--- src/eia_pkg.sv ---
`default_nettype none
package eia_pkg;
  localparam int          ADDR_W        = 8;
  localparam int          DATA_W        = 8;
  localparam int          ARRAY_DEPTH   = 128;
  localparam logic [7:0]  KEY_FIRST     = 8'hc9;
  localparam logic [7:0]  KEY_SECOND    = 8'h3a;
  localparam logic [7:0]  KEY_THIRD     = 8'hd3;
  localparam logic        LOCK_RESET    = 1'b1;
  localparam logic        OVERTIME_RESET = 1'b0;
  localparam int          TO_SEL_W      = 3;
  localparam int          CLK_PERIOD_NS = 10;
  localparam int          MS_NS         = 1000000;
  localparam int          MS_CYCLES     = MS_NS / CLK_PERIOD_NS;
  localparam int          PROG_NS       = 500000;
  localparam int          PROG_CYCLES   = PROG_NS / CLK_PERIOD_NS;
  // core-side register map, word offsets in bytes
  localparam logic [7:0]  REG_CMD       = 8'h00;
  localparam logic [7:0]  REG_STATUS    = 8'h04;
  localparam logic [7:0]  REG_IRQ_STAT  = 8'h08;
  localparam logic [7:0]  REG_IRQ_MASK  = 8'h0c;
  localparam logic [7:0]  REG_CTRL      = 8'h10;
  localparam int          CMD_OP_LSB    = 0;
  localparam int          CMD_ARG_LSB   = 8;
  localparam int          ST_BUSY       = 0;
  localparam int          ST_LOCK       = 1;
  localparam int          ST_OVERTIME   = 2;
  localparam int          ST_DEV_BUSY   = 3;
  localparam int          ST_WORK_LSB   = 8;
  localparam int          IRQ_CMD_DONE  = 0;
  localparam int          IRQ_WR_DONE   = 1;
  localparam int          CTRL_WDIE     = 0;
  localparam int          CTRL_GIE      = 1;
  typedef enum logic [2:0] {
    OP_ADDR_RD, OP_ADDR_WR, OP_DATA_RD, OP_DATA_WR,
    OP_ARRAY_RD, OP_ARRAY_WR, OP_KEY_WR
  } eia_op_e;
endpackage : eia_pkg
`default_nettype wire

--- src/eia_if.sv ---
`timescale 1ns/10ps
`default_nettype none
interface eia_if;
  logic            cmd_valid;
  eia_pkg::eia_op_e cmd_op;
  logic [7:0]      cmd_operand;
  logic            cmd_ready;
  logic            rsp_valid;
  logic [7:0]      rsp_data;
  logic            write_lock_flag;
  logic            write_overtime_flag;
  logic            write_done_irq_flag;
  logic            write_done_irq;
  logic            write_done_irq_enable;
  logic            global_irq_enable;
  logic            irq_flag_clear;
  modport dev  (input cmd_valid, cmd_op, cmd_operand, write_done_irq_enable,
                global_irq_enable, irq_flag_clear,
                output cmd_ready, rsp_valid, rsp_data, write_lock_flag,
                write_overtime_flag, write_done_irq_flag, write_done_irq);
  modport core (output cmd_valid, cmd_op, cmd_operand, write_done_irq_enable,
                global_irq_enable, irq_flag_clear,
                input cmd_ready, rsp_valid, rsp_data, write_lock_flag,
                write_overtime_flag, write_done_irq_flag, write_done_irq);
endinterface : eia_if
`default_nettype wire

--- src/eia_tick.sv ---
`timescale 1ns/10ps
`default_nettype none
module eia_tick #(
  parameter int DIV = eia_pkg::MS_CYCLES
) (
  input  wire logic hclk,
  input  wire logic hresetn,
  input  wire logic enable,
  output var  logic tick
);
  logic [$clog2(DIV+1)-1:0] count;

  // restarts whenever disabled so every period is whole
  always_ff @(posedge hclk or negedge hresetn) begin
    if (!hresetn) begin
      count <= '0;
      tick  <= 1'b0;
    end else if (!enable) begin
      count <= '0;
      tick  <= 1'b0;
    end else if (count == ($bits(count))'(DIV - 1)) begin
      count <= '0;
      tick  <= 1'b1;
    end else begin
      count <= count + 1'b1;
      tick  <= 1'b0;
    end
  end
endmodule : eia_tick
`default_nettype wire

--- src/eia_dev.sv ---
// Summary of operation
// 128-byte array reached only through holders
// address holder read and write commands
// data holder read and write commands
// array read loads data holder, work undefined
// array write programs data holder at address
// program writes C9, 3A, D3 keys first
// full key sequence releases write protection
// completed write raises gated done interrupt
// program keeps interrupts off during writes
// program enables watchdog or write time-out
// 3-bit time-out select loaded by write
// codes map to 1,2,4,8,16,32,16,32 ms
// program sets time-out before any write
// program picks 2ms below 2.7V, else 1ms
// address holder 8-bit, selects array location
// key holder write-only, loaded by key command
// read-only lock flag, 1 while locked
// read-only overtime flag when time-out enabled
// locked array write changes nothing, no interrupt; the code still loads the time-out select field
//
// Added by the designer: the AHB-Lite interface to the registers and the register offsets.
`timescale 1ns/10ps
`default_nettype none
module eia_dev #(
  parameter int MS_CYCLES   = eia_pkg::MS_CYCLES,
  parameter int PROG_CYCLES = eia_pkg::PROG_CYCLES
) (
  input  wire logic hclk,
  input  wire logic hresetn,
  input  wire logic timeout_en,
  eia_if.dev        link
);
  typedef enum logic [1:0] {
    KEY_NONE, KEY_ONE, KEY_TWO
  } eia_key_e;

  logic [7:0]  array_mem [eia_pkg::ARRAY_DEPTH];
  logic [7:0]  array_address_holder;
  logic [7:0]  array_data_holder;
  logic [7:0]  unlock_key_holder;
  logic [2:0]  timeout_select_field;
  eia_key_e    key_stage;
  logic        key_hit;
  logic        busy;
  logic [$clog2(PROG_CYCLES+1)-1:0] prog_count;
  logic [5:0]  ms_count;
  logic [5:0]  ms_limit;
  logic        ms_tick;
  logic        take;
  logic        prog_done;
  logic        overtime;
  logic        write_start;

  assign take        = link.cmd_valid && link.cmd_ready;
  assign write_start = take && link.cmd_op == eia_pkg::OP_ARRAY_WR && !link.write_lock_flag;
  assign prog_done   = busy && prog_count == ($bits(prog_count))'(PROG_CYCLES - 1);
  assign overtime    = busy && timeout_en && ms_count >= ms_limit;

  // 110 and 111 fold back onto the 16 ms and 32 ms periods
  always_comb begin
    case (timeout_select_field)
      3'h0:    ms_limit = 6'h01;
      3'h1:    ms_limit = 6'h02;
      3'h2:    ms_limit = 6'h04;
      3'h3:    ms_limit = 6'h08;
      3'h4:    ms_limit = 6'h10;
      3'h6:    ms_limit = 6'h10;
      default: ms_limit = 6'h20;
    endcase
  end

  eia_tick #(
    .DIV     (MS_CYCLES)
  ) u_ms_tick (
    .hclk    (hclk),
    .hresetn (hresetn),
    .enable  (busy),
    .tick    (ms_tick)
  );

  // holders have no reset: their content is undefined until loaded
  always_ff @(posedge hclk) begin
    if (take) begin
      case (link.cmd_op)
        eia_pkg::OP_ADDR_WR:  array_address_holder <= link.cmd_operand;
        eia_pkg::OP_DATA_WR:  array_data_holder <= link.cmd_operand;
        eia_pkg::OP_ARRAY_RD: array_data_holder <= array_mem[array_address_holder[6:0]];
        eia_pkg::OP_KEY_WR:   unlock_key_holder <= link.cmd_operand;
        default: ;
      endcase
    end
  end

  always_ff @(posedge hclk) begin
    if (take && link.cmd_op == eia_pkg::OP_ARRAY_WR) begin
      timeout_select_field <= link.cmd_operand[2:0];
    end
  end

  // only the upper half of the address space aliases; bit 7 is ignored
  always_ff @(posedge hclk) begin
    if (prog_done && !overtime) begin
      array_mem[array_address_holder[6:0]] <= array_data_holder;
    end
  end

  // the byte this stage is waiting for
  always_comb begin
    case (key_stage)
      KEY_NONE: key_hit = link.cmd_operand == eia_pkg::KEY_FIRST;
      KEY_ONE:  key_hit = link.cmd_operand == eia_pkg::KEY_SECOND;
      KEY_TWO:  key_hit = link.cmd_operand == eia_pkg::KEY_THIRD;
      default:  key_hit = 1'b0;
    endcase
  end

  // a bad byte restarts the sequence, unless it is itself a first key
  always_ff @(posedge hclk or negedge hresetn) begin
    if (!hresetn) begin
      key_stage            <= KEY_NONE;
      link.write_lock_flag <= eia_pkg::LOCK_RESET;
    end else if (take && link.cmd_op == eia_pkg::OP_KEY_WR) begin
      if (key_hit) begin
        case (key_stage)
          KEY_NONE: key_stage <= KEY_ONE;
          KEY_ONE:  key_stage <= KEY_TWO;
          default: begin
            key_stage            <= KEY_NONE;
            link.write_lock_flag <= 1'b0;
          end
        endcase
      end else begin
        key_stage            <= (link.cmd_operand == eia_pkg::KEY_FIRST) ? KEY_ONE : KEY_NONE;
        link.write_lock_flag <= 1'b1;
      end
    end else if (take) begin
      // any other command breaks the back-to-back key sequence
      key_stage <= KEY_NONE;
      if (link.cmd_op == eia_pkg::OP_ARRAY_WR) begin
        link.write_lock_flag <= 1'b1;
      end
    end
  end

  // locked writes never start, so array and interrupt stay untouched
  always_ff @(posedge hclk or negedge hresetn) begin
    if (!hresetn) begin
      busy       <= 1'b0;
      prog_count <= '0;
      ms_count   <= 6'h00;
    end else if (write_start) begin
      busy       <= 1'b1;
      prog_count <= '0;
      ms_count   <= 6'h00;
    end else if (busy) begin
      if (prog_done || overtime) begin
        busy <= 1'b0;
      end
      prog_count <= prog_count + 1'b1;
      if (ms_tick && ms_count != 6'h3f) begin
        ms_count <= ms_count + 6'h01;
      end
    end
  end

  always_ff @(posedge hclk or negedge hresetn) begin
    if (!hresetn) begin
      link.write_overtime_flag <= eia_pkg::OVERTIME_RESET;
    end else if (write_start) begin
      link.write_overtime_flag <= 1'b0;
    end else if (overtime) begin
      link.write_overtime_flag <= 1'b1;
    end
  end

  // set wins over a clear arriving in the same cycle
  always_ff @(posedge hclk or negedge hresetn) begin
    if (!hresetn) begin
      link.write_done_irq_flag <= 1'b0;
    end else if (prog_done && !overtime) begin
      link.write_done_irq_flag <= 1'b1;
    end else if (link.irq_flag_clear) begin
      link.write_done_irq_flag <= 1'b0;
    end
  end

  always_ff @(posedge hclk or negedge hresetn) begin
    if (!hresetn) begin
      link.write_done_irq <= 1'b0;
    end else begin
      link.write_done_irq <= (link.write_done_irq_flag || (prog_done && !overtime))
                             && link.write_done_irq_enable
                             && link.global_irq_enable;
    end
  end

  // no new command while programming; drops on the same edge that takes the write
  always_ff @(posedge hclk or negedge hresetn) begin
    if (!hresetn) begin
      link.cmd_ready <= 1'b0;
    end else if (write_start) begin
      link.cmd_ready <= 1'b0;
    end else begin
      link.cmd_ready <= !busy || prog_done || overtime;
    end
  end

  always_ff @(posedge hclk or negedge hresetn) begin
    if (!hresetn) begin
      link.rsp_valid <= 1'b0;
      link.rsp_data  <= 8'h00;
    end else begin
      link.rsp_valid <= take;
      if (take) begin
        case (link.cmd_op)
          eia_pkg::OP_ADDR_RD: link.rsp_data <= array_address_holder;
          eia_pkg::OP_DATA_RD: link.rsp_data <= array_data_holder;
          eia_pkg::OP_ARRAY_RD: link.rsp_data <= 8'h00;
          default:             link.rsp_data <= link.cmd_operand;
        endcase
      end
    end
  end
endmodule : eia_dev
`default_nettype wire

--- src/flat_wrapper.sv ---
// flat-port wrapper written by rule: the top's interface ports become plain ports
module eia_dev_flat 
#(
  parameter int MS_CYCLES   = eia_pkg::MS_CYCLES,
  parameter int PROG_CYCLES = eia_pkg::PROG_CYCLES
)
  (hclk, hresetn, timeout_en, link_cmd_valid, link_cmd_op, link_cmd_operand, link_write_done_irq_enable, link_global_irq_enable, link_irq_flag_clear, link_cmd_ready, link_rsp_valid, link_rsp_data, link_write_lock_flag, link_write_overtime_flag, link_write_done_irq_flag, link_write_done_irq);
  eia_if link_i ();
  input  wire logic hclk;
  input  wire logic hresetn;
  input  wire logic timeout_en;
  input wire logic [$bits(link_i.cmd_valid)-1:0] link_cmd_valid;
  input wire logic [$bits(link_i.cmd_op)-1:0] link_cmd_op;
  input wire logic [$bits(link_i.cmd_operand)-1:0] link_cmd_operand;
  input wire logic [$bits(link_i.write_done_irq_enable)-1:0] link_write_done_irq_enable;
  input wire logic [$bits(link_i.global_irq_enable)-1:0] link_global_irq_enable;
  input wire logic [$bits(link_i.irq_flag_clear)-1:0] link_irq_flag_clear;
  output wire logic [$bits(link_i.cmd_ready)-1:0] link_cmd_ready;
  output wire logic [$bits(link_i.rsp_valid)-1:0] link_rsp_valid;
  output wire logic [$bits(link_i.rsp_data)-1:0] link_rsp_data;
  output wire logic [$bits(link_i.write_lock_flag)-1:0] link_write_lock_flag;
  output wire logic [$bits(link_i.write_overtime_flag)-1:0] link_write_overtime_flag;
  output wire logic [$bits(link_i.write_done_irq_flag)-1:0] link_write_done_irq_flag;
  output wire logic [$bits(link_i.write_done_irq)-1:0] link_write_done_irq;
  assign link_i.cmd_valid = link_cmd_valid;
  assign link_i.cmd_op = link_cmd_op;
  assign link_i.cmd_operand = link_cmd_operand;
  assign link_i.write_done_irq_enable = link_write_done_irq_enable;
  assign link_i.global_irq_enable = link_global_irq_enable;
  assign link_i.irq_flag_clear = link_irq_flag_clear;
  assign link_cmd_ready = link_i.cmd_ready;
  assign link_rsp_valid = link_i.rsp_valid;
  assign link_rsp_data = link_i.rsp_data;
  assign link_write_lock_flag = link_i.write_lock_flag;
  assign link_write_overtime_flag = link_i.write_overtime_flag;
  assign link_write_done_irq_flag = link_i.write_done_irq_flag;
  assign link_write_done_irq = link_i.write_done_irq;
  eia_dev #(.MS_CYCLES(MS_CYCLES), .PROG_CYCLES(PROG_CYCLES)) u_core (.hclk(hclk), .hresetn(hresetn), .timeout_en(timeout_en), .link(link_i));
endmodule
--- config.mk ---
export PLATFORM = sky130hd
export DESIGN_NAME = eia_dev_flat
export DESIGN_NICKNAME = d
export VERILOG_FILES = /design/src/eia_pkg.sv /design/src/eia_if.sv /design/src/eia_tick.sv /design/src/eia_dev.sv /design/src/flat_wrapper.sv
export SDC_FILE = /design/constraint.sdc
export NUM_CORES = 1
export LEC_CHECK = 0
export BUFFER_PORTS_ARGS = -buffer_cell sky130_fd_sc_hd__buf_2
export CAP_MARGIN = 25
export CORE_MARGIN = 5
export CORE_UTILIZATION = 25
export DETAILED_ROUTE_END_ITERATION = 16
export PLACE_DENSITY_LB_ADDON = 0.05
export SYNTH_ARGS = -nofsm -noshare
export SYNTH_HDL_FRONTEND = slang
export SYNTH_SLANG_ARGS = --single-unit
--- constraint.sdc ---
create_clock -name hclk -period 5.2 [get_ports hclk]
set_clock_uncertainty 0.1 [all_clocks]
set_input_delay 1.04 -clock hclk [delete_from_list [all_inputs] [get_ports hclk]]
set_output_delay 1.04 -clock hclk [all_outputs]
set_load 0.05 [all_outputs]
# After elaboration in Yosys (flattened, before gate mapping)

Memories as Yosys holds them, arrays and structs flattened. A register that Yosys moved wholly into a read port is not among the register bits.
Cells that the tools add are included.
W data, S select, Z words.

Register bits: 76
Bits in writable memories: 1024
Input bits: 18
Output and inout bits: 14
Logic and storage cells: 109
Memories kept: 1

Add/sub/neg operators: 3
Order comparisons: 1
Equal/unequal tests: 20
Muxes and demuxes: 34
Reduce and logical (&&, ||, !) cells: 34

Memories:

| name             | depth | width | rd ports | clocked after Yosys merged registers in | wr ports | RTL line      | RTL |
|---|---|---|---|---|---|---|---|
| u_core.array_mem | 128   | 8     | 1        | 1                                       | 1        | eia_dev.sv:38 | `logic [7:0] array_mem [eia_pkg::ARRAY_DEPTH];` |

Operator list:

| kind                    | number |
|---|---|
| $mux W17                | 2 |
| $mux W16                | 2 |
| $pmux W6 S5             | 1 |
| $pmux W8 S3             | 1 |
| $mux W1                 | 18 |
| $mux W6                 | 3 |
| $add A17 B1 Y17 const B | 1 |
| $eq A17 B17 Y1 const B  | 1 |
| $add A16 B1 Y16 const B | 1 |
| $eq A16 B16 Y1 const B  | 1 |
| $eq A8 B8 Y1 const B    | 2 |
| $pmux W8 S2             | 1 |
| $eq A3 B3 Y1 const B    | 5 |
| $reduce_bool A2 Y1      | 7 |
| $eq A3 B2 Y1 const B    | 4 |
| $logic_and A1 B1 Y1     | 11 |
| $eq A8 B6 Y1 const B    | 1 |
| $mux W7                 | 1 |
| $add A6 B1 Y6 const B   | 1 |
| $eq A3 B1 Y1 const B    | 2 |
| $ge A6 B6 Y1            | 1 |
| $logic_not A3 Y1        | 2 |
| $mux W2                 | 3 |
| $ne A6 B6 Y1 const B    | 1 |
| 11 further kinds        | 19 |

# Logic depth before layout (Yosys ltp)

Depth after elaboration: 10
Mapped depth: 12
Depth with buffers taken out: 9

# Cells and area by module

From an unflattened synthesis, not the netlist that was laid out.

Cells, all modules: 2401
Area, all modules: 44086.0 um2

Modules (own cells, without submodules):

| module   | times used | cells an instance | area an instance (um2) | seq. area each (um2) |
|---|---|---|---|---|
| eia_dev  | 1          | 2312              | 43165.1                | 32437.4 |
| eia_tick | 1          | 89                | 920.9                  | 450.4 |

# Worst setup path after synthesis

Ideal clock, no wire load.

Path kind: reg2reg
Start point: reg u_core.timeout_select_field[0]
End point: mem u_core.array_mem[104][0], enable pin
Arrival: 2.998 ns
Path slack: 1.719 ns
Cell stages (with the launch flop): 13
Buffers on the path: 3
Clock period less this slack: 3.481 ns
Cell sequence: edfxtp_1 > nor3_1 > ha_1 > nand2b_1 > a21o_1 > a21o_1 > a21oi_1 > o22ai_1 > or3_1 > clkbuf_1 > buf_6 > buf_6 > nor3_1

Cells in the longest elaborated chain, start to end: 9
Elaborated cells between the ends (all ways): 14
Those cells by class: order compare (1); eq/ne (5); mux (3); reduce/logical (5)

RTL lines:

| element                           | RTL line       | RTL |
|---|---|---|
| from (decl)                       | eia_dev.sv:42  | `logic [2:0] timeout_select_field;` |
| from (signal assigned)            | eia_dev.sv:97  | `timeout_select_field <= link.cmd_operand[2:0];` |
| $eq A3 B3 Y1                      | eia_dev.sv:62  | `case (timeout_select_field)` |
| $reduce_or A2 Y1 (no source line) | -              |  |
| $pmux W6 S5 (*)                   | eia_dev.sv:62  |  |
| $ge A6 B6 Y1 (*)                  | eia_dev.sv:58  | `assign overtime = busy && timeout_en && ms_count >= ms_limit;` |
| $logic_and A1 B1 Y1 (*)           | eia_dev.sv:58  |  |
| $logic_not A1 Y1 (*)              | eia_dev.sv:103 | `if (prog_done && !overtime) begin` |
| $logic_and A1 B1 Y1 (*)           | eia_dev.sv:103 |  |
| $mux W1 (*)                       | eia_dev.sv:103 |  |
| $mux W1 (not written as such) (*) | eia_dev.sv:104 | `array_mem[array_address_holder[6:0]] <= array_data_holder;` |
| to (decl)                         | eia_dev.sv:38  |  |

Every way passes the cells marked *; elsewhere a longest branch is shown, timed or not.

# Final worst setup path

Start point: reg u_core.timeout_select_field[0]
End point: mem u_core.array_mem[1][3], enable pin

The elaborated chain is that of the path after synthesis.

==> results.yml <==
status:
  outcome: "finished, final reports clean"
worst_setup_path:
  critPathCaptureType: "flip-flop"
  startpoint_type: "flip-flop"
  critPathKind: "reg2reg"
  critical_path_arrival_ns: 4.52
  crit_fanout: 40
  crit_required_ns: 5.57
clock_network:
  htree_levels: 4
  cts_made_buffers: 136
  cts_root_buf: "clkbuf_16"
  cts_resized: 0
  clkTransAtPathRegs_ns: 0.06
  postCtsSetupBuffers: 0
  ctsHoldBuffers: 0
  cts_max_path_buffers: 3
  insertion_delay_ns: 0.76
  cts.sinks: 1107
  cts_tree: "done"
timing:
  hold_violations: 0
  slew_viol_final: 0
  max_clock_freq_ghz: 0.241
  tightest_slew_ns: 1.06
  min_period_over_period: 0.798
  slew_headroom: 0.294
  rsz0062_at_grt: "false"
  period_needed_ns: 4.15
  fin_tns_setup_ns: 0
  finalSetupViolCount: 0
pwr:
  p_per_area_nw_per_um2: 377
  leakagePower_uw: 0.0166
  max-vdd-ir-drop_mv: 0.299
  power_uw: 19600
floorplan:
  io_pins: 32
  rows: 154
  chipWidth_um: 430
  die_h_um: 430
  dieArea_um2: 185000
  coreArea_um2: 176000
  start_util: 0.251
layout:
  finish.instance_area_um2: 52000
  multi_input_area_um2: 10400
  fin_util: 0.296
  drive_gt1_frac: 0.239
  fill_cells: 17200
  area_growth_pct: 18.1
  fin_nets: 2515
  layout_common_cells: "1,043 x edfxtp_1, 192 x mux4_2, 183 x mux2i_1, 145 x buf_4, 139 x clkbuf_16"
  final_common_cell: "edfxtp_1"
  fin_cells: 4931
  regArea_um2: 32900
drt:
  vias: 22700
  ant_nets: 0
  drt_iter0_drc: 1890
  wl_per_cell_um: 28.1
  drt_first_pass_iters: 8
  wl_mm: 139
  avgViaCountPerCell: 4.60
  drc: 0
global_route:
  grt_use_total: 0.148
  grt.overflow.total: 0
  grt_pass1_vias: 23900
  antenna_found_initial: 5
  grt_pass1_wl_mm: 193
  grt_max_degree: 129
placed_design:
  dp_hpwl_mm: 85.4
  gp_congestion: 0.780
  io_buffers: 31
  dpl_cell_area_um2: 47800
  numPlacedInstances: 4685
run:
  max_cap_viol_count: 0
synthesis:
  yosys.cell_types.count: 50
  syn_inst: 2298
  ys_seq_elements: 1107
  synth_ff_type: "edfxtp_1"
  ys_warn_count: 0
  syn_avg_cell_area_um2: 19.2
  syn_area_um2: 44000
  ys_async_sr_fraction: 0.0515
  seq_area_frac_synth: 0.747
  synth_enable_flop_cells: 1043
  syn_nets: 2329
hold_path:
  hold_path_class: "in2async"
## Yosys cell counts, drive strengths merged (23+ instances only)
master     n  area (um2)
a211oi    32         240
a21oi     41         205
a221oi    33         289
a22o      33         289
a22oi     23         173
buf       72         442
clkbuf    71         267
dfrtp     56        1400
edfxtp  1043       31300
mux2i    183        1830
mux4     192        4320
nand2     55         206
nor2      57         214
nor3     138         806
o22ai     43         269
## cell type report
type / count / area share
well taps: 2340 / 0.0563
diodes: 1 / 0.0000481
inverters: 13 / 0.000938
flip-flops and latches: 1107 / 0.632
multi-input cells: 1035 / 0.201
clock inverters: 76 / 0.0108
clock buffers: 168 / 0.0693
repair buffers: 191 / 0.0295
## report_power, final
group	internal [uW]	leakage (uW)	switching (uW)	total, uW
Combinational	272	0.00444	549	821
Sequential	9780	0.0102	105	9890
Clock	5210	0.00203	3700	8920
## worst max-delay path, cell delays in order, from the launching register on
cell,delay (ns)
edfxtp_1,0.45
nor3_1,0.24
ha_1,0.27
nand2b_1,0.15
a21o_1,0.18
a21o_1,0.17
a21oi_1,0.15
o22ai_1,0.16
or3_4,0.67
buf_4,0.37
nor3_1,0.61
buf_4,0.26
## worst paths after layout
check                                                from                 endpoint  slack (ns)  cells after the start
min in group hclk                 u_core.link.rsp_data[2]  u_core.link.rsp_data[2]        0.39                      2
max in group asynchronous                         hresetn  u_core.link.rsp_data[6]        4.13                      2
max                        u_core.timeout_select_field[0]   u_core.array_mem[1][3]        1.05                     11
max reg2reg                u_core.timeout_select_field[0]   u_core.array_mem[1][3]        1.05                     11
min reg2reg                       u_core.link.rsp_data[2]  u_core.link.rsp_data[2]        0.39                      2
min                                               hresetn      u_core.key_stage[1]        0.32                      2
## stage by stage
step | setup slack (ns) | hold slack, ns
6_report | 1.05 | 0.322
5_1_grt | 0.873 | 0.356
4_1_cts | 1.00 | 0.294
3_5_place_dp | 1.03 | 0.383
3_3_place_gp | 0.995 | 0.377
2_1_floorplan | 1.72 | 0.355
## registers in the layout (all words and copies together) (netlist names), named ones only
| signal | flops |
|---|---|
| u_core.array_address_holder | 8 |
| u_core.array_data_holder | 8 |
| u_core.array_mem | 1024 |
| u_core.busy | 1 |
| u_core.key_stage | 2 |
| u_core.link.cmd_ready | 1 |
| u_core.link.rsp_data | 8 |
| u_core.link.rsp_valid | 1 |
| u_core.link.write_done_irq | 1 |
| u_core.link.write_done_irq_flag | 1 |
| u_core.link.write_lock_flag | 1 |
| u_core.link.write_overtime_flag | 1 |
| u_core.ms_count | 6 |
| u_core.prog_count | 16 |
| u_core.timeout_select_field | 3 |
| u_core.u_ms_tick.count | 17 |
| u_core.u_ms_tick.tick | 1 |
## per-layer routing
| metal | wire length, um | vias to the layer above | share of wire | global-route usage |
|---|---|---|---|---|
| li1 | - | 9830 | - | - |
| met1 | 63300 | 12200 | 0.46 | 0.205 |
| met2 | 65700 | 535 | 0.47 | 0.239 |
| met3 | 6410 | 149 | 0.046 | 0.0263 |
| met4 | 3250 | 0 | 0.023 | 0.0423 |
| met5 | 0 | - | 0 | 0 |
## cells by family after synthesis
| kind of cell | after synthesis | share of synthesized area |
|---|---|---|
| compound gates | 240 | 0.0382 |
| xor+xnor | 33 | 0.00656 |
| fa+ha+maj | 13 | 0.00369 |
| buf+inv | 156 | 0.0172 |
| flops | 1107 | 0.747 |
| mux | 389 | 0.143 |
| simple gates | 360 | 0.0442 |
No activity file was read; power rests on OpenSTA's default activity.
